==> config.mk <==
export PLATFORM = sky130hd
export DESIGN_NAME = acif_top
export DESIGN_NICKNAME = d
export VERILOG_FILES = /design/src/include/acif_pkg.sv /design/src/rtl/acif_line.sv /design/src/rtl/acif_latch.sv /design/src/rtl/acif_top.sv
export SDC_FILE = /design/constraint.sdc
export NUM_CORES = 1
export LEC_CHECK = 0
export BUFFER_PORTS_ARGS = -buffer_cell sky130_fd_sc_hd__buf_2
export CORE_ASPECT_RATIO = 2
export CORE_MARGIN = 1.5
export CORE_UTILIZATION = 45
export DETAILED_ROUTE_END_ITERATION = 7
export MAX_ROUTING_LAYER = met4
export PLACE_DENSITY = 0.66
export SKIP_LAST_GASP = 1
export SYNTH_ARGS = -nofsm -noshare
export SYNTH_HDL_FRONTEND = slang
export SYNTH_SLANG_ARGS = --single-unit
==> constraint.sdc <==
create_clock -name MCLK -period 11.6 [get_ports MCLK]
set_clock_uncertainty 0.15 [all_clocks]
set_input_delay 1.74 -clock MCLK [delete_from_list [all_inputs] [get_ports MCLK]]
set_output_delay 1.74 -clock MCLK [all_outputs]
set_load 0.01 [all_outputs]
==> src/include/acif_pkg.sv <==
// Constants, field layouts and carrier types of the converter interrupt flag block.
// Functional notes
// - A line whose continue-mode bit is 0 issues no further interrupt while its flag stays set.
// - A line whose continue-mode bit is 1 issues an interrupt on every new event even with its flag set.
// - An event in the same cycle as a flag-clear write leaves the flag set.
// - An event that arrives while the line's flag is already set sets that line's overrun flag.
// - Writing 1 to a line's bit of the flag-clear register clears its flag, and a second write clears it again.
// - Writing 1 to a line's bit of the overrun-clear register clears its overrun flag.
// - In late mode the flag may rise before the result is latched, by 3 or more cycles when the divider exceeds 2.
// - The flag can trigger an accelerator task, a CPU interrupt, a DMA channel, or be polled by the CPU.
package acif_pkg;

	// ==========================================================
	// Sizes
	localparam int ACIF_LINES  = 4;
	localparam int ACIF_DATA_W = 32;
	localparam int ACIF_ADDR_W = 8;
	localparam int ACIF_RES_W  = 12;
	localparam int ACIF_DIV_W  = 4;
	localparam int ACIF_LOST_W = 16;

	// ==========================================================
	// Register offsets
	localparam logic [ACIF_ADDR_W-1:0] ACIF_OFS_CTRL     = 8'h00;
	localparam logic [ACIF_ADDR_W-1:0] ACIF_OFS_LINE_CFG = 8'h04;
	localparam logic [ACIF_ADDR_W-1:0] ACIF_OFS_ROUTE    = 8'h08;
	localparam logic [ACIF_ADDR_W-1:0] ACIF_OFS_FLAG     = 8'h0c;
	localparam logic [ACIF_ADDR_W-1:0] ACIF_OFS_FLAG_CLR = 8'h10;
	localparam logic [ACIF_ADDR_W-1:0] ACIF_OFS_OVR      = 8'h14;
	localparam logic [ACIF_ADDR_W-1:0] ACIF_OFS_OVR_CLR  = 8'h18;
	localparam logic [ACIF_ADDR_W-1:0] ACIF_OFS_RESULT   = 8'h1c;
	localparam logic [ACIF_ADDR_W-1:0] ACIF_OFS_IRQ_STAT = 8'h20;
	localparam logic [ACIF_ADDR_W-1:0] ACIF_OFS_IRQ_MASK = 8'h24;
	localparam logic [ACIF_ADDR_W-1:0] ACIF_OFS_LOST_CNT = 8'h28;
	localparam logic [ACIF_ADDR_W-1:0] ACIF_OFS_FORCE    = 8'h2c;

	// ==========================================================
	// Field positions
	localparam int ACIF_CTRL_DIV_LSB  = 0;
	localparam int ACIF_CTRL_LATE_BIT = 4;
	localparam int ACIF_CFG_EN_LSB    = 0;
	localparam int ACIF_CFG_CONT_LSB  = 4;
	localparam int ACIF_ROUTE_DMA_LSB = 0;
	localparam int ACIF_ROUTE_ACC_LSB = 4;
	localparam int ACIF_ROUTE_CPU_LSB = 8;
	localparam int ACIF_STAT_FLG_LSB  = 0;
	localparam int ACIF_STAT_OVR_LSB  = 4;
	localparam int ACIF_STAT_W        = 2 * ACIF_LINES;

	// ==========================================================
	// Reset values
	localparam logic [ACIF_DIV_W-1:0]  ACIF_DIV_RST   = 4'h3;
	localparam logic                   ACIF_LATE_RST  = 1'b1;
	localparam logic [ACIF_LINES-1:0]  ACIF_EN_RST    = 4'hf;
	localparam logic [ACIF_LINES-1:0]  ACIF_CONT_RST  = 4'h0;
	localparam logic [ACIF_LINES-1:0]  ACIF_ROUTE_RST = 4'h0;
	localparam logic [ACIF_STAT_W-1:0] ACIF_MASK_RST  = 8'h00;

	// ==========================================================
	// Timing
	localparam logic [ACIF_DIV_W-1:0] ACIF_LAT_MIN = 4'h1;

	// ==========================================================
	// Carrier types
	typedef struct packed {
		logic enable;
		logic cont;
	} acif_line_cfg_t;

	typedef struct packed {
		logic flag;
		logic ovr;
		logic irq_pulse;
		logic lost;
	} acif_line_stat_t;

	typedef enum logic {ACIF_IDLE, ACIF_WAIT} acif_lat_state_t;

endpackage

==> src/rtl/acif_line.sv <==
// Per-line interrupt flag and overrun flag.
module acif_line
	import acif_pkg::*;
(
	input  wire logic      clk,
	input  wire logic      rst_b,
	input  wire logic      ce,
	input  wire logic      event_in,
	input  wire logic      flag_clr,
	input  wire logic      ovr_clr,
	input  wire acif_line_cfg_t cfg,
	output acif_line_stat_t     stat
);

	logic flag_reg;
	logic ovr_reg;
	logic ev;

	assign ev = ce & event_in & cfg.enable;

	// ==========================================================
	// Flag: a new event beats a clear in the same cycle.
	always_ff @(posedge clk or negedge rst_b) begin
		if (!rst_b) begin
			flag_reg <= 1'b0;
		end else if (ce) begin
			flag_reg <= ev | (flag_reg & ~flag_clr);
		end
	end

	// ==========================================================
	// Overrun: an event finding the flag set was lost.
	always_ff @(posedge clk or negedge rst_b) begin
		if (!rst_b) begin
			ovr_reg <= 1'b0;
		end else if (ce) begin
			ovr_reg <= (ev & flag_reg) | (ovr_reg & ~ovr_clr);
		end
	end

	assign stat.flag      = flag_reg;
	assign stat.ovr       = ovr_reg;
	assign stat.irq_pulse = ev & (cfg.cont | ~flag_reg);
	assign stat.lost      = ev & flag_reg;

endmodule

==> src/rtl/acif_latch.sv <==
// Delayed result latch that follows a conversion by the divider count.
module acif_latch
	import acif_pkg::*;
#(
	parameter int RES_W = ACIF_RES_W,
	parameter int DIV_W = ACIF_DIV_W
) (
	input  wire logic             clk,
	input  wire logic             rst_b,
	input  wire logic             ce,
	input  wire logic             start,
	input  wire logic [RES_W-1:0] data_in,
	input  wire logic [DIV_W-1:0] div,
	output logic      [RES_W-1:0] result,
	output logic                  done
);

	acif_lat_state_t  state_reg;
	logic [DIV_W-1:0] cnt_reg;
	logic [RES_W-1:0] hold_reg;

	// ==========================================================
	// A new conversion during a wait restarts it; the older result is never shown.
	always_ff @(posedge clk or negedge rst_b) begin
		if (!rst_b) begin
			state_reg <= ACIF_IDLE;
			cnt_reg   <= '0;
			hold_reg  <= '0;
			result    <= '0;
			done      <= 1'b0;
		end else if (ce) begin
			done <= 1'b0;
			if (start) begin
				state_reg <= ACIF_WAIT;
				hold_reg  <= data_in;
				cnt_reg   <= (div < ACIF_LAT_MIN) ? ACIF_LAT_MIN : div;
			end else begin
				unique case (state_reg)
					ACIF_IDLE: begin
						cnt_reg <= cnt_reg;
					end
					ACIF_WAIT: begin
						if (cnt_reg == ACIF_LAT_MIN) begin
							result    <= hold_reg;
							done      <= 1'b1;
							state_reg <= ACIF_IDLE;
						end else begin
							cnt_reg <= cnt_reg - ACIF_LAT_MIN;
						end
					end
				endcase
			end
		end
	end

endmodule

==> src/rtl/acif_top.sv <==
// Converter interrupt flag, overrun and trigger logic with its APB register file.
//
// Decided for this implementation: the register offsets and the APB interface to the registers.
module acif_top
	import acif_pkg::*;
(
	input  wire logic                   MCLK,
	input  wire logic                   RST_B,
	input  wire logic                   CLK_EN,
	input  wire logic                   PSEL,
	input  wire logic                   PENABLE,
	input  wire logic                   PWRITE,
	input  wire logic [ACIF_ADDR_W-1:0] PADDR,
	input  wire logic [ACIF_DATA_W-1:0] PWDATA,
	output logic      [ACIF_DATA_W-1:0] PRDATA,
	output logic                        PREADY,
	output logic                        PSLVERR,
	input  wire logic                   CONV_DONE,
	input  wire logic [ACIF_RES_W-1:0]  CONV_DATA,
	output logic      [ACIF_RES_W-1:0]  CONVERSION_RESULT,
	output logic      [ACIF_LINES-1:0]  CONV_IRQ_FLAG,
	output logic      [ACIF_LINES-1:0]  TRIG_DMA,
	output logic      [ACIF_LINES-1:0]  TRIG_ACCEL,
	output logic      [ACIF_LINES-1:0]  TRIG_CPU,
	output logic                        IRQ
);

	// ==========================================================
	// Declarations
	logic [ACIF_DIV_W-1:0]  div_reg;
	logic                   late_reg;
	logic [ACIF_LINES-1:0]  en_reg;
	logic [ACIF_LINES-1:0]  cont_reg;
	logic [ACIF_LINES-1:0]  route_dma_reg;
	logic [ACIF_LINES-1:0]  route_acc_reg;
	logic [ACIF_LINES-1:0]  route_cpu_reg;
	logic [ACIF_STAT_W-1:0] irq_stat_reg;
	logic [ACIF_STAT_W-1:0] irq_mask_reg;
	logic [ACIF_LOST_W-1:0] lost_cnt_reg;
	logic [ACIF_LOST_W-1:0] lost_cnt_next;
	logic [ACIF_DATA_W-1:0] rdata_reg;
	logic                   slverr_reg;
	logic                   irq_reg;
	logic [ACIF_LINES-1:0]  trig_dma_reg;
	logic [ACIF_LINES-1:0]  trig_acc_reg;
	logic [ACIF_LINES-1:0]  trig_cpu_reg;

	logic                   setup;
	logic                   wr_en;
	logic                   addr_hit;
	logic [ACIF_DATA_W-1:0] rd_mux;
	logic                   latch_done;
	logic                   line_src;
	logic [ACIF_LINES-1:0]  force_evt;
	logic [ACIF_LINES-1:0]  flag_clr;
	logic [ACIF_LINES-1:0]  ovr_clr;
	logic [ACIF_LINES-1:0]  flag_vec;
	logic [ACIF_LINES-1:0]  ovr_vec;
	logic [ACIF_LINES-1:0]  pulse_vec;
	logic [ACIF_LINES-1:0]  lost_vec;
	logic [ACIF_STAT_W-1:0] stat_set;
	logic [ACIF_STAT_W-1:0] stat_clr;
	acif_line_stat_t        stat [ACIF_LINES];

	// ==========================================================
	// Bus decode
	// The slave never inserts wait states, but holds every transfer while the clock enable is low.
	assign PREADY = CLK_EN;
	assign setup  = PSEL & ~PENABLE;
	assign wr_en  = PSEL & PENABLE & PWRITE & CLK_EN & addr_hit;

	always_comb begin
		unique case (PADDR)
			ACIF_OFS_CTRL,
			ACIF_OFS_LINE_CFG,
			ACIF_OFS_ROUTE,
			ACIF_OFS_FLAG,
			ACIF_OFS_FLAG_CLR,
			ACIF_OFS_OVR,
			ACIF_OFS_OVR_CLR,
			ACIF_OFS_RESULT,
			ACIF_OFS_IRQ_STAT,
			ACIF_OFS_IRQ_MASK,
			ACIF_OFS_LOST_CNT,
			ACIF_OFS_FORCE: addr_hit = 1'b1;
			default: addr_hit = 1'b0;
		endcase
	end

	// Strobes for the write-one registers only last during the access cycle.
	assign force_evt = (wr_en && PADDR == ACIF_OFS_FORCE) ? PWDATA[ACIF_LINES-1:0] : '0;
	assign flag_clr  = (wr_en && PADDR == ACIF_OFS_FLAG_CLR) ? PWDATA[ACIF_LINES-1:0] : '0;
	assign ovr_clr   = (wr_en && PADDR == ACIF_OFS_OVR_CLR) ? PWDATA[ACIF_LINES-1:0] : '0;

	// ==========================================================
	// Read data
	always_comb begin
		rd_mux = '0;
		unique case (PADDR)
			ACIF_OFS_CTRL: begin
				rd_mux[ACIF_CTRL_DIV_LSB +: ACIF_DIV_W] = div_reg;
				rd_mux[ACIF_CTRL_LATE_BIT]              = late_reg;
			end
			ACIF_OFS_LINE_CFG: begin
				rd_mux[ACIF_CFG_EN_LSB +: ACIF_LINES]   = en_reg;
				rd_mux[ACIF_CFG_CONT_LSB +: ACIF_LINES] = cont_reg;
			end
			ACIF_OFS_ROUTE: begin
				rd_mux[ACIF_ROUTE_DMA_LSB +: ACIF_LINES] = route_dma_reg;
				rd_mux[ACIF_ROUTE_ACC_LSB +: ACIF_LINES] = route_acc_reg;
				rd_mux[ACIF_ROUTE_CPU_LSB +: ACIF_LINES] = route_cpu_reg;
			end
			ACIF_OFS_FLAG: begin
				rd_mux[ACIF_LINES-1:0] = flag_vec;
			end
			ACIF_OFS_OVR: begin
				rd_mux[ACIF_LINES-1:0] = ovr_vec;
			end
			ACIF_OFS_RESULT: begin
				rd_mux[ACIF_RES_W-1:0] = CONVERSION_RESULT;
			end
			ACIF_OFS_IRQ_STAT: begin
				rd_mux[ACIF_STAT_W-1:0] = irq_stat_reg;
			end
			ACIF_OFS_IRQ_MASK: begin
				rd_mux[ACIF_STAT_W-1:0] = irq_mask_reg;
			end
			ACIF_OFS_LOST_CNT: begin
				rd_mux[ACIF_LOST_W-1:0] = lost_cnt_reg;
			end
			default: begin
				rd_mux = '0;
			end
		endcase
	end

	// Read data is captured in the setup cycle so that it leaves a flip-flop.
	always_ff @(posedge MCLK or negedge RST_B) begin
		if (!RST_B) begin
			rdata_reg  <= '0;
			slverr_reg <= 1'b0;
		end else if (CLK_EN && setup) begin
			rdata_reg  <= PWRITE ? '0 : rd_mux;
			slverr_reg <= ~addr_hit;
		end
	end

	assign PRDATA  = rdata_reg;
	assign PSLVERR = PSEL & PENABLE & slverr_reg;

	// ==========================================================
	// Control registers
	always_ff @(posedge MCLK or negedge RST_B) begin
		if (!RST_B) begin
			div_reg  <= ACIF_DIV_RST;
			late_reg <= ACIF_LATE_RST;
		end else if (wr_en && PADDR == ACIF_OFS_CTRL) begin
			div_reg  <= PWDATA[ACIF_CTRL_DIV_LSB +: ACIF_DIV_W];
			late_reg <= PWDATA[ACIF_CTRL_LATE_BIT];
		end
	end

	always_ff @(posedge MCLK or negedge RST_B) begin
		if (!RST_B) begin
			en_reg   <= ACIF_EN_RST;
			cont_reg <= ACIF_CONT_RST;
		end else if (wr_en && PADDR == ACIF_OFS_LINE_CFG) begin
			en_reg   <= PWDATA[ACIF_CFG_EN_LSB +: ACIF_LINES];
			cont_reg <= PWDATA[ACIF_CFG_CONT_LSB +: ACIF_LINES];
		end
	end

	always_ff @(posedge MCLK or negedge RST_B) begin
		if (!RST_B) begin
			route_dma_reg <= ACIF_ROUTE_RST;
			route_acc_reg <= ACIF_ROUTE_RST;
			route_cpu_reg <= ACIF_ROUTE_RST;
		end else if (wr_en && PADDR == ACIF_OFS_ROUTE) begin
			route_dma_reg <= PWDATA[ACIF_ROUTE_DMA_LSB +: ACIF_LINES];
			route_acc_reg <= PWDATA[ACIF_ROUTE_ACC_LSB +: ACIF_LINES];
			route_cpu_reg <= PWDATA[ACIF_ROUTE_CPU_LSB +: ACIF_LINES];
		end
	end

	// ==========================================================
	// Result latch
	// In late mode lines fire on the conversion itself, ahead of the latch by the divider count.
	acif_latch #(
		.RES_W (ACIF_RES_W),
		.DIV_W (ACIF_DIV_W)
	) u_latch (
		.clk     (MCLK),
		.rst_b   (RST_B),
		.ce      (CLK_EN),
		.start   (CONV_DONE),
		.data_in (CONV_DATA),
		.div     (div_reg),
		.result  (CONVERSION_RESULT),
		.done    (latch_done)
	);

	assign line_src = late_reg ? CONV_DONE : latch_done;

	// ==========================================================
	// Interrupt lines
	generate
		for (genvar i = 0; i < ACIF_LINES; i++) begin : g_line
			acif_line_cfg_t cfg;

			assign cfg.enable = en_reg[i];
			assign cfg.cont   = cont_reg[i];

			acif_line u_line (
				.clk      (MCLK),
				.rst_b    (RST_B),
				.ce       (CLK_EN),
				.event_in (line_src | force_evt[i]),
				.flag_clr (flag_clr[i]),
				.ovr_clr  (ovr_clr[i]),
				.cfg      (cfg),
				.stat     (stat[i])
			);

			assign flag_vec[i]  = stat[i].flag;
			assign ovr_vec[i]   = stat[i].ovr;
			assign pulse_vec[i] = stat[i].irq_pulse;
			assign lost_vec[i]  = stat[i].lost;
		end
	endgenerate

	assign CONV_IRQ_FLAG = flag_vec;

	// ==========================================================
	// Trigger outputs
	// Any number of DMA channels may listen to one line; pairing them is left to the system.
	always_ff @(posedge MCLK or negedge RST_B) begin
		if (!RST_B) begin
			trig_dma_reg <= '0;
			trig_acc_reg <= '0;
			trig_cpu_reg <= '0;
		end else if (CLK_EN) begin
			trig_dma_reg <= pulse_vec & route_dma_reg;
			trig_acc_reg <= pulse_vec & route_acc_reg;
			trig_cpu_reg <= pulse_vec & route_cpu_reg;
		end
	end

	assign TRIG_DMA   = trig_dma_reg;
	assign TRIG_ACCEL = trig_acc_reg;
	assign TRIG_CPU   = trig_cpu_reg;

	// ==========================================================
	// Interrupt status and mask
	assign stat_set = {lost_vec, pulse_vec};
	assign stat_clr = (wr_en && PADDR == ACIF_OFS_IRQ_STAT) ? PWDATA[ACIF_STAT_W-1:0] : '0;

	always_ff @(posedge MCLK or negedge RST_B) begin
		if (!RST_B) begin
			irq_stat_reg <= '0;
		end else if (CLK_EN) begin
			irq_stat_reg <= stat_set | (irq_stat_reg & ~stat_clr);
		end
	end

	always_ff @(posedge MCLK or negedge RST_B) begin
		if (!RST_B) begin
			irq_mask_reg <= ACIF_MASK_RST;
		end else if (wr_en && PADDR == ACIF_OFS_IRQ_MASK) begin
			irq_mask_reg <= PWDATA[ACIF_STAT_W-1:0];
		end
	end

	always_ff @(posedge MCLK or negedge RST_B) begin
		if (!RST_B) begin
			irq_reg <= 1'b0;
		end else if (CLK_EN) begin
			irq_reg <= |(irq_stat_reg & irq_mask_reg);
		end
	end

	assign IRQ = irq_reg;

	// ==========================================================
	// Lost event counter
	// The count saturates so that a long storm still reads as nonzero.
	always_comb begin
		lost_cnt_next = lost_cnt_reg;
		for (int k = 0; k < ACIF_LINES; k++) begin
			if (lost_vec[k] && lost_cnt_next != '1) begin
				lost_cnt_next = lost_cnt_next + 1'b1;
			end
		end
	end

	always_ff @(posedge MCLK or negedge RST_B) begin
		if (!RST_B) begin
			lost_cnt_reg <= '0;
		end else if (wr_en && PADDR == ACIF_OFS_LOST_CNT) begin
			lost_cnt_reg <= '0;
		end else if (CLK_EN) begin
			lost_cnt_reg <= lost_cnt_next;
		end
	end

endmodule

After elaboration in Yosys (flattened, before gate mapping)
Index checks and enable logic that the tools add are counted.
{"block": "op_classes", "n_addsub": 5, "n_lt_le_gt_ge": 1, "n_eq_ne": 18, "mux": 28, "bitwise": 69, "n_reduce_logical": 21}
{"op": "$mux 16", "count": 7}
{"op": "$add 16x1->16 const B", "count": 4}
{"op": "$ne 16x16->1 const B", "count": 4}
{"op": "$pmux 4 s9", "count": 1}
{"op": "$eq 8x5->1 const B", "count": 4}
{"op": "$eq 8x6->1 const B", "count": 4}
{"op": "$mux 4", "count": 8}
{"op": "$and 1x1->1", "count": 30}
{"op": "$pmux 3 s6", "count": 1}
{"op": "$and 8x8->8", "count": 2}
{"op": "$eq 8x4->1 const B", "count": 2}
{"op": "$not 1->1", "count": 16}
{"op": "$or 1x1->1", "count": 16}
{"op": "$logic_and 1x1->1", "count": 14}
{"op": "$and 4x4->4", "count": 3}
{"op": "$pmux 4 s3", "count": 1}
{"op": "$reduce_or 12->1", "count": 1}
{"op": "$eq 8x3->1 const B", "count": 1}
{"op": "$logic_not 8->1", "count": 1}
{"op": "$mux 1", "count": 8}
{"op": "$mux 8", "count": 1}
{"op": "$not 8->8", "count": 1}
{"op": "$or 8x8->8", "count": 1}
{"op": "$reduce_or 8->1", "count": 1}
{"op": "other kinds (10)", "count": 10}
{"block": "word_totals", "regBits": 141, "wordCells": 171}

Depth between registers and ports, before layout
Gate-level depths: netlist of the first run.
{"block": "depth", "word_depth": 23, "depth_mapped": 27, "ltp_nobuf": 24}

Hierarchy
Synthesis of the first run repeated with hierarchy kept, for this count alone.
{"block": "hier_totals", "cells_unflattened": 866, "area_unflattened_um2": 8287.9}
{"mod": "acif_top", "n_inst": 1, "cells_each": 727, "area_each_um2": 6492.5, "seq_area_each_um2": 2185.8}
{"mod": "acif_latch", "n_inst": 1, "cells_each": 91, "area_each_um2": 1310.0, "seq_area_each_um2": 750.7}
{"mod": "acif_line", "n_inst": 4, "cells_each": 12, "area_each_um2": 121.4, "seq_area_each_um2": 50.0}

Worst setup path before layout of the first run
No wires, ideal clock.
{"block": "synth_timing", "path_type": "in2reg", "startpoint": "input port PADDR[4]", "endpoint": "register lost_cnt_reg[2]", "arrival_time_ps": 6932, "path_slack_ps": 4441, "stages": 24, "n_path_buf": 3, "path_cell_list": "or4b_1 > buf_2 > nor4_4 > o211a_1 > buf_2 > xnor2_1 > inv_1 > ha_1 > inv_1 > a221oi_2 > nand4_2 > nand2_1 > nor2_1 > a31oi_1 > ha_1 > nand2_1 > nor2_2 > nand3b_1 > mux2_2 > or4_4 > buf_6 > o41a_1 > a311o_1 > o21ai_1"}
{"block": "synth_via", "elab_chain_cells": 23, "elab_cells_between_ends": 51, "cone_classes": "add/sub: 3; eq/ne: 14; mux: 8; bitwise: 17; reduce/logical: 9"}
{"element": "start: declaration", "line": "acif_top.sv:13", "rtl": "input wire logic [ACIF_ADDR_W-1:0] PADDR,"}
{"element": "parallel branches: the longest is 23 deep, another holds $mux 16"}
{"element": "end signal: assignment", "line": "acif_top.sv:301", "rtl": "lost_cnt_reg <= lost_cnt_next;"}
{"element": "end: declaration", "line": "acif_top.sv:39", "rtl": "logic [ACIF_LOST_W-1:0] lost_cnt_reg;"}
Parallel ways; which one is timed is not known. The select of a mux whose other input is x is not followed.
A chain may end at the register's enable or synchronous reset.

Final worst setup path of the first run
{"block": "layout_timing", "startpoint": "input port CLK_EN", "endpoint": "register lost_cnt_reg[9]"}
{"block": "layout_via", "elab_chain_cells": 21, "elab_cells_between_ends": 38, "cone_classes": "add/sub: 3; eq/ne: 3; mux: 7; bitwise: 18; reduce/logical: 7"}
{"element": "start: declaration", "line": "acif_top.sv:9", "rtl": "input wire logic CLK_EN,"}
{"element": "parallel branches: the longest is 21 deep, another holds $add 16x1->16"}
Parallel ways; which one is timed is not known. The select of a mux whose other input is x is not followed.

==> metrics, run 1 <==
run status=completed; Die ar.=0.0185 mm2; WL met3=992 um; Max Clock Freq=112 MHz; number of synthesized register bits=about 130; Final min period=8.92 ns; fraction of layout cells with a size suffix above 1=around a quarter; placed cell areas=0.00841 mm2; Met2 Wirelength=14400 um; Area contributors post-synth=dfrtp_1 (37%), mux2_2 (8.1%), nand2_1 (4.6%); EDFF count, synth=0; Skew-Pair Late Insertion Delay=0.42 ns; setup TNS=0 ns; die width=96.9 um; count of different cell masters after synthesis=84; initial antenna violation count=0; Worst R2R End=lost_cnt_reg[9]; Worst Path Max Fanout=28; Clk pin slew, worst setup/hold paths=0.06 ns; Die Y=between 150 and 200 um; worst vdd ir=0.107 mV; Critical Path Source Type=input pin; required time of the critical path=11.75 ns; crit end category=flip-flop; post-route cell area=0.00904 mm2; synthesized cell area=0.00793 mm2; row count=68; crit path DAT=9.08 ns; hold depth=1; max incr delay on CP=0.92 ns; GPL Wtd Cong=0.951; DR WL/cell=22.8 um; CTS Buf Count=17; vias in the first global route=7158; Slew HR=about a fifth; first-pass GRT wire length=39500 um; Via-to-Cell Ratio=around 6.4; yosys warns=0; HP Class=flip-flop to flip-flop; Main synth FF type=dfrtp_1; Synth Instances=843; I/O pins=122; clock tree sinks=125; power per cell area=134 mW/mm2; Final Max Slew Viols=0; Avg Cell Area, Syn=9.41 um2; worst reg-to-reg path cell count=22; DRT Pass-1 Iters=6; Vias=about 7200; Post-CTS Resized=0; met1 WL=8300 um; Routed WL=25800 um; critical path's slowest cell=o31ai_1; port bufs=85; Setup violations, final=0; nets=973; highest routed layer=met4; WP buf/inv=2; DRC=0; RSZ-0062 raised after global routing=false; initial DRC count=510; Post-synth ARST share=100%; CTS max path bufs=2; Area growth syn-to-layout=13.9%; MaxCap Viol Count=0; Leakage=4.05 nW; Hold Fails Final Rpt=0; number of routed nets with antenna violations=0; cell taking the most area after synthesis=dfrtp_1; fin crit share=76.9%; Synth top area share=between 30% and 40%; crit path cell chain=buf_2 -> nand4_1 -> nor4_4 -> o211a_1 -> nand2_1 -> nand2_1 -> ha_1 -> inv_1 -> a221oi_2 -> nand4_2 -> nand2_1 -> nor2_1 -> a31oi_1 -> ha_1 -> nand2_1 -> a2111oi_0 -> xnor2_1 -> a41oi_1 -> nand2b_1 -> o31ai_1 -> o31ai_1 -> a32o_1; htree depth=4; Setup Buffers After CTS=0; reg-to-reg slack, setup=3.56 ns; Worst R2R Start=lost_cnt_reg[0]; WS Path Type=input pin to flip-flop; worst-margin pin slew=1.18 ns; total gr overflow=0; core area=0.0173 mm2; CTS root buffer=clkbuf_16; CTS tree=yes; detailed placement HPWL=20000 um; Antenna diodes=0; hold endpoint=PRDATA[2]; pin count of the biggest net entering global routing=64; min-delay src=PRDATA[2]; Initial Util=a little under half; CTS Hold Bufs=0; CP delay by family, top=compound AO/OA/AOI/OAI gates; most used cell, CP=nand2_1; register area share after synthesis=between 30% and 40%; gr usage total=28.7%
[stage by stage]
stage / hold WS [ns] / util [%] / power, mW / worst slack (ns) / instances
2_1_floorplan: 0.293 / - / 0.594 / 4.44 / 858
3_3_place_gp: 0.306 / 48.7 / 0.654 / 2.47 / 1099
3_5_place_dp: 0.311 / 48.7 / 0.657 / 2.40 / 1099
4_1_cts: 0.324 / 52.3 / 1.21 / 2.79 / 1131
5_1_grt: 0.331 / 52.3 / 1.25 / 2.28 / 1131
6_report: 0.323 / 52.3 / 1.21 / 2.68 / 1131
[report_power, final]
part | internal [mW] | switching (mW) | total (mW)
Combinational | 0.0617 | 0.0792 | 0.141
Sequential | 0.473 | 0.0363 | 0.509
Clock | 0.348 | 0.210 | 0.558
Total | 0.882 | 0.326 | 1.21
[layout by cell type, fill, tap and decap left out, types with 9 or more instances in the layout]
cell / Yosys / layout
dfrtp_1: 118 / 118
nand2_1: 98 / 98
buf_2: 6 / 84
mux2_2: 57 / 57
o21ai_0: 49 / 48
nor2_1: 42 / 42
nand3_1: 30 / 30
a22o_1: 24 / 24
xnor2_1: 23 / 23
a31oi_1: 23 / 23
a21oi_1: 20 / 20
nor3_1: 23 / 20
inv_1: 20 / 20
clkbuf_16: 0 / 17
conb_1: 1 / 16
nand4_1: 14 / 14
xor2_1: 14 / 14
a22oi_1: 12 / 12
or3_1: 10 / 10
o211ai_1: 10 / 10
and3_1: 10 / 10
a21o_1: 10 / 10
nand2b_1: 10 / 10
a221oi_1: 10 / 10
a222oi_1: 9 / 9
nor4_1: 9 / 9
[Yosys cell counts (all sizes together), types with 5 or more instances]
master    n
nand2    98
and2      8
inv      20
clkbuf   28
ha        6
a22o     24
and3     10
a31oi    26
or4       5
dfstp     7
nor4     10
nand2b   10
or3      11
o31ai     6
o22ai     6
xor2     14
nor2     43
a221oi   12
mux2     57
and4      8
buf      31
a21oi    21
a22oi    12
or2       7
o21a      7
nand3    30
a21o     10
o211ai   12
o21ai    55
nand3b    6
a222oi    9
nor3     23
nand4    16
xnor2    25
dfrtp   118
[area by class of cell]
type | instances | area [um2]
Inverter | 22 | 82.6
Tap cell | 210 | 263
Clock inverter | 14 | 183
Sequential cell | 125 | 3140
Timing Repair Buffer | 90 | 465
Fill cell | 1621 | 8240
Multi-Input combinational cell | 652 | 4470
Clock buffer | 18 | 439
[worst register-to-register path, cell delays in order, from the launching register on]
cell and delay [ns]:
dfrtp_1 0.63, ha_1 0.54, nand4_1 0.21, or4_1 0.69, o211a_1 0.34, xnor2_1 0.24
inv_1 0.09, ha_1 0.23, inv_1 0.08, a221oi_2 0.50, nand4_2 0.34, nand2_1 0.26
nor2_1 0.06, a31oi_1 0.19, ha_1 0.30, nand2_1 0.24, a2111oi_0 0.60, xnor2_1 0.24
a41oi_1 0.43, nand2b_1 0.22, o31ai_1 0.92, o31ai_1 0.11, a32o_1 0.28
[worst max-delay path by stage]
stage          startpoint              end  slack, ns  cells past startpoint
2_1_floorplan    PADDR[4]  lost_cnt_reg[2]       4.44                     24
3_3_place_gp       CLK_EN  lost_cnt_reg[9]       2.47                     22
3_5_place_dp       CLK_EN  lost_cnt_reg[9]       2.40                     22
4_1_cts            CLK_EN  lost_cnt_reg[9]       2.79                     22
5_1_grt            CLK_EN  lost_cnt_reg[9]       2.28                     22
6_report           CLK_EN  lost_cnt_reg[9]       2.68                     22
[per-layer routing]
| layer | track usage (%) | vias up |
|---|---|---|
| met2 | 54.1 | 278 |
| li1 | - | 3277 |
| met3 | 3.48 | 98 |
| met1 | 25.5 | 3541 |
| met5 | - | - |
| met4 | 22.1 | 0 |
[cells by family after synthesis]
kind of cell             Yosys count  share of synthesized area [%]
adder cells (fa/ha/maj)            6                          0.947
flip-flops                       125                           39.6
AO/OA/AOI/OAI                    235                           22.0
multiplexers                      59                           8.35
buffers and inverters             81                           5.02
AND/OR/NAND/NOR                  297                           19.5
other                              1                         0.0473
XOR/XNOR                          39                           4.64
Power figures use the tool's default switching activity.
==> inputs of run 2 (changes only) <==
--- a/config.mk
+++ b/config.mk
@@ -11,7 +11,7 @@
 export CORE_UTILIZATION = 45
 export DETAILED_ROUTE_END_ITERATION = 7
 export MAX_ROUTING_LAYER = met4
-export PLACE_DENSITY = 0.66
+export PLACE_DENSITY = 0.68
 export SKIP_LAST_GASP = 1
 export SYNTH_ARGS = -nofsm -noshare
 export SYNTH_HDL_FRONTEND = slang
==> constraint.sdc (replaced) <==
create_clock -name MCLK -period 7.4 [get_ports MCLK]
set_clock_uncertainty 0.15 [all_clocks]
set_input_delay 1.11 -clock MCLK [delete_from_list [all_inputs] [get_ports MCLK]]
set_output_delay 1.11 -clock MCLK [all_outputs]
set_load 0.01 [all_outputs]
==> metrics, run 2 (synthesis gave the netlist of run 1 again) <==
CTS tree=yes; Area growth syn-to-layout=20.3%; run status=completed; crit path DAT=6.89 ns (-2.19 ns); most frequent cells in the layout=dfrtp_1 (118), nand2_1 (98), buf_2 (84); HP Class=flip-flop to flip-flop; critical path's slowest cell=or4_1; DR WL/cell=22.4 um (-1.8%); most used cell, CP=nand2_1; worst vdd ir=0.167 mV (+57%); worst-margin pin slew=1.23 ns (+0.0495 ns); Worst Path Max Fanout=11 (-61%); GPL Wtd Cong=0.968 (+1.9%); CP delay by family, top=compound AO/OA/AOI/OAI gates; Via-to-Cell Ratio=6.30 (-0.90%); DRC=0 (unchanged); DRT Pass-1 Iters=7 (+1); Tot Pwr=1.88 mW (+56%); WP buf/inv=4 (+2); CTS max path bufs=2 (unchanged); CTS Hold Bufs=0 (unchanged); first-pass GRT wire length=40900 um (+3.6%); gr usage total=30.0% (+1.3 points); Final Max Slew Viols=0 (unchanged); total gr overflow=0 (unchanged); I/O pins=122 (unchanged); Clk pin slew, worst setup/hold paths=0.06 ns (about the same); core area=0.0173 mm2 (unchanged); initial antenna violation count=0 (unchanged); Final min period=6.68 ns; Initial Util=45.9% (unchanged); crit end category=flip-flop; Slew HR=17.8% (-3.3 points); required time of the critical path=7.60 ns (-4.15 ns); max incr delay on CP=0.74 ns (-0.18 ns); fin crit share=90.3%; row count=68 (unchanged); Critical Path Source Type=flip-flop; power per cell area=197 mW/mm2 (+47%); Routed WL=26800 um (+4.2%); Skew-Pair Late Insertion Delay=0.43 ns (about the same); setup TNS=0 ns (unchanged); initial DRC count=445 (-13%); detailed placement HPWL=20500 um (+2.2%); nets=1043 (+7.2%); MaxCap Viol Count=0 (unchanged); Leakage=4.37 nW (+8.0%); Antenna diodes=0 (unchanged); CTS Buf Count=17 (unchanged); CTS root buffer=clkbuf_16; Vias=7564 (+5.1%); setup slack after layout=0.715 ns (-1.96 ns); Max Clock Freq=150 MHz; RSZ-0062 raised after global routing=false; port bufs=85 (unchanged); pin count of the biggest net entering global routing=78 (+22%); vias in the first global route=7643 (+6.8%); Die Y=191 um (unchanged); clock tree sinks=125 (unchanged); Setup violations, final=0 (unchanged); die width=96.9 um (unchanged); Hold Fails Final Rpt=0 (unchanged); Setup Buffers After CTS=0 (unchanged); fraction of layout cells with a size suffix above 1=28.8% (+5.1 points); htree depth=4 (unchanged); number of routed nets with antenna violations=0 (unchanged); WS Path Type=flip-flop to flip-flop; Die ar.=0.0185 mm2 (unchanged); Post-CTS Resized=0 (unchanged); most common cell after layout, fill and taps aside=dfrtp_1; worst slack, placed=0.670 ns (-1.73 ns)
[run 2: metrics by stage]
step           area (um2)  std cells  utilization [%]  hold slack (ns)
2_1_floorplan        7990        858                -            0.293
3_3_place_gp         8950       1169             51.8            0.306
4_1_cts              9540       1200             55.2            0.330
6_report             9540       1200             55.2            0.322
5_1_grt              9540       1200             55.2            0.353
3_5_place_dp         8950       1169             51.8            0.316
[run 2: metal layers]
| layer | track usage (%) | share of wire (%) | vias up |
|---|---|---|---|
| li1 | - | - | 3406 |
| met1 | 26.3 | 32 | 3670 |
| met2 | 52.9 | 52 | 341 |
| met3 | 4.66 | 5.0 | 147 |
| met4 | 29.9 | 11 | 0 |
| met5 | - | 0 | - |
[run 2: cell type report]
| cell class | count | area (um2) |
|---|---|---|
| fillers | 1606 | 7730 |
| multi-input cells | 652 | 4460 |
| flip-flops and latches | 125 | 3140 |
| repair buffers | 160 | 1000 |
| clock buffers | 18 | 429 |
| well taps | 210 | 263 |
| clock inverters | 13 | 165 |
| inverters | 22 | 82.6 |
[run 2: where the power goes]
part	leakage, nW	switching, mW	internal [mW]
clock network	0.279	0.323	0.529
logic	2.45	0.128	0.100
registers	1.64	0.0576	0.741
[run 2: worst paths after layout]
kind	slack, ns	endpoint	cells after the start	from
max	0.72	lost_cnt_reg[2]	25	lost_cnt_reg[0]
max in group asynchronous	5.09	PRDATA[4]	2	RST_B
min in group asynchronous	0.54	lost_cnt_reg[8]	1	RST_B
max reg2reg	0.72	lost_cnt_reg[2]	25	lost_cnt_reg[0]
min reg2reg	0.32	PRDATA[2]	1	PRDATA[2]
min	0.32	PRDATA[2]	1	PRDATA[2]
==> inputs of run 3 (changes only) <==
==> constraint.sdc (replaced) <==
create_clock -name MCLK -period 5.45 [get_ports MCLK]
set_clock_uncertainty 0.15 [all_clocks]
set_input_delay 0.8175 -clock MCLK [delete_from_list [all_inputs] [get_ports MCLK]]
set_output_delay 0.8175 -clock MCLK [all_outputs]
set_load 0.01 [all_outputs]
==> metrics, run 3 (synthesis gave the netlist of run 1 again) <==
Via-to-Cell Ratio=6.03 (-4.3%); Vias=7981 (+5.5%); Leakage=5.08 nW (+16%); I/O pins=122 (unchanged); most common cell after layout, fill and taps aside=buf_4; total gr overflow=0 (unchanged); DR WL/cell=21.5 um (-3.7%); initial DRC count=486 (+9.2%); clock tree sinks=125 (unchanged); CTS max path bufs=2 (unchanged); initial antenna violation count=0 (unchanged); setup TNS=0 ns (unchanged); gr usage total=32.3% (+2.3 points); Antenna diodes=0 (unchanged); first-pass GRT wire length=44000 um (+7.6%); worst slack, placed=-0.552 ns (-1.22 ns); fin crit share=99.5%; Area growth syn-to-layout=37.4%; MaxCap Viol Count=0 (unchanged); nets=1165 (+12%); hold endpoint=PRDATA[0]; Routed WL=28500 um (+6.2%); CTS tree=yes; CTS Buf Count=17 (unchanged); pin count of the biggest net entering global routing=60 (-23%); Worst R2R Start=lost_cnt_reg[1]; worst reg-to-reg path cell count=22 (-12%); Die Y=191 um (unchanged); setup slack after layout=0.0287 ns (-0.686 ns); crit end category=flip-flop; Hold Fails Final Rpt=0 (unchanged); crit path from=PADDR[6]; vias in the first global route=8193 (+7.2%); Clk pin slew, worst setup/hold paths=0.06 ns (about the same); RSZ-0062 raised after global routing=true; Worst Path Max Fanout=5 (-6); hold depth=1 (unchanged); required time of the critical path=5.61 ns (-1.99 ns); Slew HR=22.0% (+4.1 points); number of routed nets with antenna violations=0 (unchanged); fillcell total=1490 (-7.2%); Setup violations, final=0 (unchanged); Die ar.=0.0185 mm2 (unchanged); Final min period=5.42 ns; Final Max Slew Viols=0 (unchanged); DRC=0 (unchanged); core area=0.0173 mm2 (unchanged); most frequent cells in the layout=buf_4 (187), dfrtp_1 (118), nand2_1 (91); reg-to-reg slack, setup=0.14 ns (-0.58 ns); Worst R2R End=lost_cnt_reg[0]; worst-margin pin slew=1.17 ns (-0.0620 ns); crit path DAT=5.58 ns (-1.31 ns); worst vdd ir=0.215 mV (+28%); run status=completed; Post-Layout Cell Count=1323 (+10%); Initial Util=45.9% (unchanged); power per cell area=234 mW/mm2 (+19%); WS Path Type=input pin to flip-flop; htree depth=4 (unchanged); Skew-Pair Late Insertion Delay=0.42 ns (about the same); die width=96.9 um (unchanged); CTS root buffer=clkbuf_16; DP Cell Count=1270 (+8.6%); port bufs=85 (unchanged); fraction of layout cells with a size suffix above 1=41.5% (+13 points); Max Clock Freq=184 MHz; Tot Pwr=2.55 mW (+35%); GPL Wtd Cong=0.996 (+2.9%); HP Class=flip-flop to flip-flop; row count=68 (unchanged); DRT Pass-1 Iters=6 (-1); min-delay src=PRDATA[0]; detailed placement HPWL=22200 um (+8.4%); Critical Path Source Type=input pin
## run 3: worst max-delay path: stages
cell,delay (ns)
buf_2,0.11
or4b_4,0.57
nor4_4,0.21
buf_4,0.19
o211a_4,0.22
xnor2_4,0.13
inv_2,0.06
ha_4,0.17
inv_2,0.07
a221oi_4,0.03
buf_6,0.16
buf_6,0.12
and4_4,0.20
nor4_4,0.26
or2_1,0.19
and4b_1,0.27
or4b_4,0.50
a41oi_2,0.21
buf_4,0.15
nand2b_4,0.08
o41a_1,0.49
xor2_1,0.18
a22o_1,0.17
## run 3: layout make-up
cell class,instances,area [um2],share of cell area [%]
Tap cell,210,263,2.41
Sequential cell,125,3140,28.8
Inverter,22,86.3,0.792
Clock inverter,12,138,1.26
Multi-Input combinational cell,652,4870,44.7
Clock buffer,20,447,4.10
Timing Repair Buffer,282,1960,18.0
## run 3: what timing repair did
| action | in CTS | in global routing |
|---|---|---|
| gates cloned | 0 | 0 |
| gates resized for setup | 25 | 27 |
| hold buffers | 0 | 0 |
| buffers inserted | 11 | 11 |
| setup endpoints to repair | 14 | 16 |
| pin swaps | 20 | 36 |
## run 3: how the worst max path moves through the flow
stage	to	slack, ns
final	lost_cnt_reg[0]	0.03
after global routing	lost_cnt_reg[0]	-0.13
after CTS	lost_cnt_reg[0]	-0.12
after detailed placement	lost_cnt_reg[0]	-0.55
after global placement	lost_cnt_reg[0]	-0.54
after floorplan	lost_cnt_reg[0]	-0.46
## run 3: per-layer routing
| layer | up-vias | GRT usage [%] | wire length [um] |
|---|---|---|---|
| li1 | 3660 | - | - |
| met1 | 3857 | 28.6 | 9100 |
| met2 | 337 | 59.5 | 15800 |
| met3 | 127 | 4.95 | 1130 |
| met4 | 0 | 26.1 | 2500 |
| met5 | - | - | 0 |
## run 3: per-stage QoR
step	hold slack, ns	cell area, um2	utilization, %
after floorplan	0.293	8240	-
after global placement	0.304	9930	57.5
after detailed placement	0.311	9930	57.5
after CTS	0.323	10700	61.9
after global routing	0.357	10900	63.1
final	0.323	10900	63.1
## run 3: report_power, final
group	internal (mW)	leakage [nW]	switching [mW]
Clock	0.688	0.281	0.428
Combinational	0.160	3.16	0.193
Sequential	1.01	1.64	0.0694
Total	1.85	5.08	0.691
